[config.mk]
export PLATFORM = sky130hd
export DESIGN_NAME = rts_sequencer
export DESIGN_NICKNAME = d
export VERILOG_FILES = /design/src/inc/rts_pkg.sv /design/src/inc/rts_sync_if.sv /design/src/design/rts_sequencer.sv /design/src/design/rts_input_sync.sv
export SDC_FILE = /design/constraint.sdc
export NUM_CORES = 1
export LEC_CHECK = 0
export BUFFER_PORTS_ARGS = -buffer_cell sky130_fd_sc_hd__buf_2
export CAP_MARGIN = 20
export CORE_UTILIZATION = 46
export CTS_CLUSTER_DIAMETER = 50
export DETAILED_ROUTE_END_ITERATION = 12
export GPL_TIMING_DRIVEN = 1
export PLACE_DENSITY = 0.72
export REMOVE_ABC_BUFFERS = 1
export SLEW_MARGIN = 20
export SYNTH_ARGS = -nofsm -noshare
export SYNTH_HDL_FRONTEND = slang
export SYNTH_SLANG_ARGS = --single-unit
[constraint.sdc]
create_clock -name clk -period 2.97 [get_ports clk]
set_input_delay 0.297 -clock clk [delete_from_list [all_inputs] [get_ports clk]]
set_output_delay 0.297 -clock clk [all_outputs]
set_load 0.005 [all_outputs]
[src/inc/rts_pkg.sv]
package rts_pkg;

  // Timer clock and delays
  localparam int unsigned CLK_HZ            = 20_000_000;
  localparam int unsigned LFOSC_HZ          = 31_000;
  localparam int unsigned POWERUP_DELAY_TIMER_TIME_US      = 64_000;
  localparam int unsigned POWERUP_DELAY_TIMER_TICKS        = (POWERUP_DELAY_TIMER_TIME_US / 1000) * LFOSC_HZ / 1000;
  localparam int unsigned OST_PERIODS       = 1024;
  localparam int unsigned BOR_MIN_TIME_NS   = 100_000;
  localparam int unsigned CLK_PERIOD_NS     = 1_000_000_000 / CLK_HZ;
  localparam int unsigned BOR_MIN_CYCLES    = (BOR_MIN_TIME_NS + CLK_PERIOD_NS - 1) / CLK_PERIOD_NS;
  localparam int unsigned POWERUP_DELAY_TIMER_CNT_W        = 12;
  localparam int unsigned OST_CNT_W         = 11;
  localparam int unsigned BOR_CNT_W         = 16;

  // Register indices; byte address is four times the index
  localparam logic [7:0]  POWER_CONTROL_IDX = 8'h8E;
  localparam logic [7:0]  CORE_STATUS_IDX   = 8'h03;
  localparam logic [7:0]  SEQ_STATE_IDX     = 8'h90;

  // Power control fields
  localparam int unsigned POWER_CONTROL_REG_BROWN_BIT    = 0;
  localparam int unsigned POWER_CONTROL_REG_POWER_BIT    = 1;
  localparam int unsigned POWER_CONTROL_REG_SWEN_BIT     = 4;
  localparam logic        SWEN_RESET        = 1'b1;

  // Core status fields
  localparam int unsigned STAT_PD_BIT       = 3;
  localparam int unsigned STAT_TO_BIT       = 4;

  // Brown-out mode select encodings
  localparam logic [1:0]  BOR_OFF           = 2'b00;
  localparam logic [1:0]  BOR_SOFTWARE      = 2'b01;
  localparam logic [1:0]  BOR_AWAKE_ONLY    = 2'b10;
  localparam logic [1:0]  BOR_ALWAYS        = 2'b11;

  // Oscillator mode encodings
  localparam logic [2:0]  OSC_LOW_POWER_XTAL = 3'b000;
  localparam logic [2:0]  OSC_CRYSTAL        = 3'b001;
  localparam logic [2:0]  OSC_HIGH_SPEED     = 3'b010;
  localparam logic [2:0]  OSC_EXTERNAL_CLOCK = 3'b011;

  typedef enum logic [2:0] {
    ST_POR    = 3'b000,
    ST_BROWN  = 3'b001,
    ST_POWERUP_DELAY_TIMER   = 3'b010,
    ST_OST    = 3'b011,
    ST_RUN    = 3'b100,
    ST_SLEEP  = 3'b101,
    ST_WDTRST = 3'b110
  } rts_state_t;

endpackage

[src/inc/rts_sync_if.sv]
`timescale 1ns/1ns
interface rts_sync_if;
  logic porActive;
  logic lowSupply;
  logic masterClear_n;
  logic lfTick;
  logic oscTick;

  modport sync (output porActive, output lowSupply, output masterClear_n,
                output lfTick, output oscTick);
  modport core (input porActive, input lowSupply, input masterClear_n,
                input lfTick, input oscTick);
endinterface

[src/design/rts_sequencer.sv]
`timescale 1ns/1ns
module rts_sequencer
  import rts_pkg::*;
#(
  parameter int unsigned PwrtTicks    = POWERUP_DELAY_TIMER_TICKS,
  parameter int unsigned OstPeriods   = OST_PERIODS,
  parameter int unsigned BorMinCycles = BOR_MIN_CYCLES
) (
  // Clock and reset
  clk,
  rst_n,
  // Supply monitors and pins
  powerOnPulse,
  brownoutDetect,
  masterClear_n,
  lowFreqInternalOsc,
  oscClockIn,
  // Configuration fuses
  powerupTimerDisable,
  brownoutModeSelect,
  oscModeSelect,
  // Core events
  sleepEnter,
  wakeEvent,
  watchdogTimeout,
  // Reset output
  coreReset_n,
  // APB slave
  psel,
  penable,
  pwrite,
  paddr,
  pwdata,
  prdata,
  pready,
  pslverr
);

  input  wire logic        clk;
  input  wire logic        rst_n;
  input  wire logic        powerOnPulse;
  input  wire logic        brownoutDetect;
  input  wire logic        masterClear_n;
  input  wire logic        lowFreqInternalOsc;
  input  wire logic        oscClockIn;
  input  wire logic        powerupTimerDisable;
  input  wire logic [1:0]  brownoutModeSelect;
  input  wire logic [2:0]  oscModeSelect;
  input  wire logic        sleepEnter;
  input  wire logic        wakeEvent;
  input  wire logic        watchdogTimeout;
  output logic             coreReset_n;
  input  wire logic        psel;
  input  wire logic        penable;
  input  wire logic        pwrite;
  input  wire logic [11:0] paddr;
  input  wire logic [31:0] pwdata;
  output logic [31:0]      prdata;
  output logic             pready;
  output logic             pslverr;

  typedef struct packed {
    rts_state_t            state;
    logic [POWERUP_DELAY_TIMER_CNT_W-1:0] pwrtCnt;
    logic [OST_CNT_W-1:0]  ostCnt;
    logic [BOR_CNT_W-1:0]  borCnt;
    logic                  brownoutFlag_n;
    logic                  powerOnFlag_n;
    logic                  brownoutSwEnable;
    logic                  timeoutFlag_n;
    logic                  powerDownFlag_n;
    logic                  coreReset_n;
    logic [31:0]           prdata;
    logic                  pready;
    logic                  pslverr;
  } rts_core_t;

  rts_core_t  s;
  rts_core_t  next_s;
  rts_sync_if syn ();

  logic       crystalMode;
  logic       pwrtEnable;
  logic       borEnable;
  logic       brownTrip;
  logic       apbSetup;
  logic       apbWrite;
  logic [9:0] regIdx;
  logic       idxPcon;
  logic       idxStatus;
  logic       idxState;

  rts_input_sync u_sync (
    .clk                (clk),
    .rst_n              (rst_n),
    .powerOnPulse       (powerOnPulse),
    .brownoutDetect     (brownoutDetect),
    .masterClear_n      (masterClear_n),
    .lowFreqInternalOsc (lowFreqInternalOsc),
    .oscClockIn         (oscClockIn),
    .syn                (syn.sync)
  );

  always_comb begin
    crystalMode = (oscModeSelect == OSC_LOW_POWER_XTAL) || (oscModeSelect == OSC_CRYSTAL)
                  || (oscModeSelect == OSC_HIGH_SPEED);
    pwrtEnable  = ~powerupTimerDisable;
    unique case (brownoutModeSelect)
      BOR_ALWAYS:     borEnable = 1'b1;
      BOR_AWAKE_ONLY: borEnable = (s.state != ST_SLEEP);
      BOR_SOFTWARE:   borEnable = s.brownoutSwEnable;
      BOR_OFF:        borEnable = 1'b0;
    endcase
    // Dips shorter than the minimum never reach the trip count
    brownTrip = borEnable && syn.lowSupply
                && (s.borCnt >= BOR_CNT_W'(BorMinCycles));
    regIdx    = paddr[11:2];
    idxPcon   = (regIdx == {2'b00, POWER_CONTROL_IDX});
    idxStatus = (regIdx == {2'b00, CORE_STATUS_IDX});
    idxState  = (regIdx == {2'b00, SEQ_STATE_IDX});
    apbSetup  = psel && !penable;
    apbWrite  = psel && penable && s.pready && pwrite && !s.pslverr;
  end

  always_comb begin
    next_s = s;

    // Brown-out duration filter
    if (borEnable && syn.lowSupply) begin
      if (s.borCnt < BOR_CNT_W'(BorMinCycles)) begin
        next_s.borCnt = s.borCnt + 1'b1;
      end
    end else begin
      next_s.borCnt = '0;
    end

    // Software writes come first so hardware events below win
    if (apbWrite && idxPcon) begin
      next_s.brownoutFlag_n   = pwdata[POWER_CONTROL_REG_BROWN_BIT];
      next_s.powerOnFlag_n    = pwdata[POWER_CONTROL_REG_POWER_BIT];
      next_s.brownoutSwEnable = pwdata[POWER_CONTROL_REG_SWEN_BIT];
    end

    unique case (s.state)
      ST_POR: begin
        next_s.pwrtCnt = '0;
        next_s.ostCnt  = '0;
        if (!syn.porActive) begin
          next_s.state = ST_BROWN;
        end
      end
      ST_BROWN: begin
        next_s.pwrtCnt = '0;
        next_s.ostCnt  = '0;
        if (!(syn.lowSupply && borEnable)) begin
          if (pwrtEnable) begin
            next_s.state = ST_POWERUP_DELAY_TIMER;
          end else if (crystalMode) begin
            next_s.state = ST_OST;
          end else begin
            next_s.state = ST_RUN;
          end
        end
      end
      ST_POWERUP_DELAY_TIMER: begin
        if (syn.lfTick) begin
          next_s.pwrtCnt = s.pwrtCnt + 1'b1;
        end
        if (syn.lfTick && (s.pwrtCnt == POWERUP_DELAY_TIMER_CNT_W'(PwrtTicks - 1))) begin
          next_s.state = crystalMode ? ST_OST : ST_RUN;
        end
      end
      ST_OST: begin
        if (syn.oscTick) begin
          next_s.ostCnt = s.ostCnt + 1'b1;
        end
        if (syn.oscTick && (s.ostCnt == OST_CNT_W'(OstPeriods - 1))) begin
          next_s.state = ST_RUN;
        end
      end
      ST_RUN: begin
        if (!syn.masterClear_n) begin
          next_s.brownoutSwEnable = SWEN_RESET;
        end else if (watchdogTimeout) begin
          next_s.timeoutFlag_n    = 1'b0;
          next_s.brownoutSwEnable = SWEN_RESET;
          next_s.state            = ST_WDTRST;
        end else if (sleepEnter) begin
          next_s.timeoutFlag_n   = 1'b1;
          next_s.powerDownFlag_n = 1'b0;
          next_s.state           = ST_SLEEP;
        end
      end
      ST_SLEEP: begin
        next_s.ostCnt = '0;
        if (!syn.masterClear_n) begin
          next_s.timeoutFlag_n    = 1'b1;
          next_s.powerDownFlag_n  = 1'b0;
          next_s.brownoutSwEnable = SWEN_RESET;
          next_s.state            = ST_RUN;
        end else if (watchdogTimeout || wakeEvent) begin
          if (watchdogTimeout) begin
            next_s.timeoutFlag_n   = 1'b0;
            next_s.powerDownFlag_n = 1'b0;
          end
          next_s.state = crystalMode ? ST_OST : ST_RUN;
        end
      end
      ST_WDTRST: begin
        next_s.state = ST_RUN;
      end
      default: begin
        next_s.state = ST_POR;
      end
    endcase

    // Brown-out restarts the whole sequence, including a running delay
    if (brownTrip && (s.state != ST_POR) && (s.state != ST_BROWN)) begin
      next_s.state            = ST_BROWN;
      next_s.pwrtCnt          = '0;
      next_s.brownoutFlag_n   = 1'b0;
      next_s.timeoutFlag_n    = 1'b1;
      next_s.powerDownFlag_n  = 1'b1;
      next_s.brownoutSwEnable = SWEN_RESET;
    end

    // Power-on dominates every other source
    if (syn.porActive) begin
      next_s.state            = ST_POR;
      next_s.pwrtCnt          = '0;
      next_s.powerOnFlag_n    = 1'b0;
      next_s.timeoutFlag_n    = 1'b1;
      next_s.powerDownFlag_n  = 1'b1;
      next_s.brownoutSwEnable = SWEN_RESET;
    end

    // Held in reset while any time-out runs; master clear only gates release
    next_s.coreReset_n = ((next_s.state == ST_RUN) || (next_s.state == ST_SLEEP))
                         && syn.masterClear_n;

    // APB answers in the access cycle after every setup cycle
    next_s.pready  = apbSetup;
    next_s.pslverr = apbSetup && !(idxPcon || idxStatus || (idxState && !pwrite));
    next_s.prdata  = '0;
    if (apbSetup && !pwrite) begin
      if (idxPcon) begin
        next_s.prdata[POWER_CONTROL_REG_BROWN_BIT] = s.brownoutFlag_n;
        next_s.prdata[POWER_CONTROL_REG_POWER_BIT] = s.powerOnFlag_n;
        next_s.prdata[POWER_CONTROL_REG_SWEN_BIT]  = s.brownoutSwEnable;
      end else if (idxStatus) begin
        next_s.prdata[STAT_TO_BIT] = s.timeoutFlag_n;
        next_s.prdata[STAT_PD_BIT] = s.powerDownFlag_n;
      end else if (idxState) begin
        next_s.prdata[2:0] = s.state;
        next_s.prdata[3]   = s.coreReset_n;
      end
    end
  end

  always_ff @(posedge clk or negedge rst_n) begin
    if (!rst_n) begin
      s                  <= '0;
      s.state            <= ST_POR;
      s.brownoutFlag_n   <= 1'b1;
      s.brownoutSwEnable <= SWEN_RESET;
      s.timeoutFlag_n    <= 1'b1;
      s.powerDownFlag_n  <= 1'b1;
    end else begin
      s <= next_s;
    end
  end

  assign coreReset_n = s.coreReset_n;
  assign prdata      = s.prdata;
  assign pready      = s.pready;
  assign pslverr     = s.pslverr;

endmodule // rts_sequencer

[src/design/rts_input_sync.sv]
`timescale 1ns/1ns
module rts_input_sync
  import rts_pkg::*;
(
  // Clock and reset
  input  wire logic clk,
  input  wire logic rst_n,
  // Raw asynchronous inputs
  input  wire logic powerOnPulse,
  input  wire logic brownoutDetect,
  input  wire logic masterClear_n,
  input  wire logic lowFreqInternalOsc,
  input  wire logic oscClockIn,
  // Synchronised outputs
  rts_sync_if.sync  syn
);

  typedef struct packed {
    logic [4:0] stage1;
    logic [4:0] stage2;
    logic [1:0] stage3;
  } rts_sync_t;

  rts_sync_t s;
  rts_sync_t next_s;

  always_comb begin
    next_s        = s;
    next_s.stage1 = {oscClockIn, lowFreqInternalOsc, masterClear_n, brownoutDetect, powerOnPulse};
    next_s.stage2 = s.stage1;
    next_s.stage3 = s.stage2[4:3];
  end

  // Power-on taken as active, master clear as idle, until real samples arrive
  always_ff @(posedge clk or negedge rst_n) begin
    if (!rst_n) begin
      s <= '{stage1: 5'b0_0101, stage2: 5'b0_0101, stage3: 2'b00};
    end else begin
      s <= next_s;
    end
  end

  assign syn.porActive     = s.stage2[0];
  assign syn.lowSupply     = s.stage2[1];
  assign syn.masterClear_n = s.stage2[2];
  // Edge detect reads only the second stage and later
  assign syn.lfTick        = s.stage2[3] & ~s.stage3[0];
  assign syn.oscTick       = s.stage2[4] & ~s.stage3[1];

endmodule // rts_input_sync

==> flow_summary.yaml <==
place:
  place_hpwl_um: 4960
  inst_count_dp: 499
  finalWeightedCongestion: 0.851
  io_buffers: 39
worst_setup_path:
  r2r.worst_path.cells: 5
  crit_slowest_cell: "a311oi_2"
  worst-endpoint-required_ps: 3240
  path_class: "reg -> reg"
  critical_path_source_type: "flip-flop"
  worst-path-max-fanout: 14
  cp_data_arrival_time_ps: 2640
  end_kind: "flip-flop"
  crit_path_cell_trace: "or4_4, a211o_2, a311oi_2, o21ai_0, a21oi_1"
  timing.critical_path.slowest_cell_delay_ps: 670
timing:
  worst_slew_pin_slew_ps: 790
  fin_setup_tns_ps: 0
  report.final.slew_viol_count: 0
  finalCriticalPeriod_ps: 2370
  report.final.setup_viol: 0
  max-slew-margin-rel: 0.473
  clock.fmax_mhz: 422
  number_of_endpoints_with_negative_hold_slack_in_the_final_report: 0
  rsz0062_at_grt: "false"
  largest_clock_skew_in_the_final_design_ps: 16.7
  fin_crit_sh: 0.799
  worst_hold_slack_ps: 5.40
logic_synthesis:
  async_flop_share: 1.00
  largest_family_of_logic_cells_by_synthesized_area: "simple AND/OR/NAND/NOR gates"
  synth.largest_area_cell: "dfrtp_1"
  synth_simple_gate_area_frac: 0.229
  synthDistinctLibCells: 61
  netlist.area_leader.share: 0.414
  synth_area_mm2: 0.00357
  synth_flop_cell: "dfrtp_1"
  number_of_synthesis_warnings: 0
  synth_fa_ha_area_frac: 0.0140
  yosys_register_bits: 67
  syn-instance-count: 372
  synth.area.top_cells: "dfrtp_1 41%, buf_4 6.7%, dfstp_2 5.9%, nor2_1 4.7%, a21oi_1 2.8%"
  avgSynthCellArea_um2: 9.59
  synth_enable_flop_cells: 0
  synth-compound-area-share: 0.137
  post_synth_xor_area_fraction: 0.0418
  synthMuxAreaShare: 0.0140
  seq_area_frac_synth: 0.473
global_routing:
  global_route.usage.total: 0.183
  grt_max_degree: 37
  first_global_vias: 2613
  globalRoute.totalOverflow: 0
  initial_antenna_violation_count: 0
  grt_pass1_wl_um: 11800
route:
  post_drt_wl_per_cell_um: 13.5
  routed_wl_um: 6950
  detail_route.drc_violations: 0
  detailedRoute.firstPassIterationCount: 5
  first_iter_violations: 175
  via_total_after_detailed_routing: 2748
  postRouteAntennaNets: 0
  route.detailed.vias_per_inst: 5.34
final_layout:
  layout.cells.non_filler: 515
  antenna_cells_inserted: 0
  layout_cell_share_with_drive_strength_beyond_1: 0.180
  mostFrequentLayoutCells: "59 x dfrtp_1, 45 x nor2_1, 39 x buf_2"
  design.final.nets: 478
  utilization: 0.538
  syn_to_final_growth_pct: 11.2
  final_common_cell: "dfrtp_1"
run:
  drv_cap: 0
clocking:
  tritoncts: "yes"
  clock_insertion_delay_at_the_later_pin_of_the_skew_report_ps: 360
  post-cts-setup-buffers: 0
  clkSinkCount: 67
  ctsHtreeMaxLevel: 3
  clock_path_buffers: 2
  ctsResizeCount: 0
  clkTransAtPathRegs_ps: 80
  numCtsBuffers: 9
  hold_buffers: 0
  clock_tree.root_cell: "clkbuf_8"
floorplanning:
  boundaryPins: 98
  std_cell_rows: 31
  floorplan.die_area_mm2: 0.00811
  die_w_um: 90.0
  floorplan.core_area_mm2: 0.00737
  fp.dieH_um: 90.0
  initial_core_util: 0.484
power_and_ir_drop:
  clock_power_share: 0.404
  cellLeakagePower_nw: 1.77
  switchingPower_uw: 484
  pwr-share-seq: 0.491
  power_frac_comb: 0.105
  switching_share: 0.249
  ir_drop_uv: 305
  internal-power_mw: 1.46
  design_power_total_mw: 1.95
  power_density_mw_per_mm2: 491
status:
  status: "completed"
hold_path:
  hold_path_class: "in -> async"
-- power by group through the flow --
stage               Clock [mW]  Sequential, mW  Combinational [mW]
finish                   0.786           0.956               0.205
global route             0.837           0.959               0.229
CTS                      0.802           0.956               0.204
floorplan                    0           0.973               0.109
detailed placement           0           0.972               0.202
global placement             0           0.972               0.199
-- path summary, 6_finish.rpt --
kind / startpoint / endpoint / slack (ps)
min: rst_n / s[44] / 5
max in group asynchronous: rst_n / u_sync.next_s[4] / 2250
min reg2reg: u_sync.next_s[5] / u_sync.next_s[0] / 340
max reg2reg: s[54] / s[75] / 600
max: s[54] / s[75] / 600
min in group clk: masterClear_n / u_sync.next_s[4] / 50
-- cell usage after synthesis (2+ instances only) --
master     instances
a211oi_1           2
a21o_1             4
a21oi_1           20
a22oi_1            5
a31oi_1            3
and2_1             4
and3_1            10
and4_1             3
and4b_1            4
buf_4             32
clkbuf_1           9
dfrtp_1           59
dfstp_2            8
ha_1               4
inv_1             10
mux2i_1            5
nand2_1           25
nand2b_1           6
nand3_1           13
nand3b_1           2
nand4_1            8
nor2_1            45
nor2b_1            2
nor3_1            11
nor4_1             3
nor4b_1            3
o2111ai_1          2
o211ai_1           2
o21a_1             2
o21ai_0           13
o22ai_1            2
or3_1              6
or4_1              2
xnor2_1            8
xor2_1             9
-- worst max-delay path, delay by kind of cell (launching register included) --
kind | cells | cell delay, ps
DFF | 1 | 380
and+or+nand+nor | 1 | 570
AOI/OAI and AO/OA | 4 | 1330
-- sequential cells by signal (all words and copies together), names as in the netlist --
signal and cells:
s 47, u_sync.next_s 7, prdata 5, u_sync.s 2, coreReset_n 1, pready 1, pslverr 1, u_sync.syn.lowSupply 1
u_sync.syn.masterClear_n 1, u_sync.syn.porActive 1
-- kinds of logic (layout without fill, tap and decap cells) --
| logic type | after synthesis | after routing |
|---|---|---|
| AOI/OAI and AO/OA | 70 | 70 |
| xor gates and xnor gates | 17 | 17 |
| adders and majority gates | 4 | 4 |
| buffers and inverters | 53 | 71 |
| DFF | 67 | 67 |
| muxes | 5 | 5 |
| other | 1 | 27 |
| and+or+nand+nor | 155 | 155 |
-- layer usage --
| metal | vias to the layer above | track usage | routed length [um] |
|---|---|---|---|
| li1 | 1342 | - | - |
| met2 | 60 | 0.287 | 3230 |
| met3 | 19 | 0.0541 | 254 |
| met1 | 1327 | 0.228 | 3250 |
| met4 | 0 | 0.0927 | 220 |
| met5 | - | 0 | 0 |
-- cell type report --
class / instances / area (um2)
clock buffers: 14 / 173
flip-flops and latches: 67 / 1690
inverters: 10 / 37.5
repair buffers: 45 / 253
well taps: 99 / 124
multi-input cells: 278 / 1660
fillers: 674 / 3400
clock inverters: 2 / 35.0
-- through the flow --
step	area [um2]	setup slack [ps]
after floorplan	3380	746
after global placement	3760	687
after detailed placement	3760	660
after CTS	3970	613
after global routing	3970	436
final	3970	598
No activity file was read; power rests on OpenSTA's default activity.
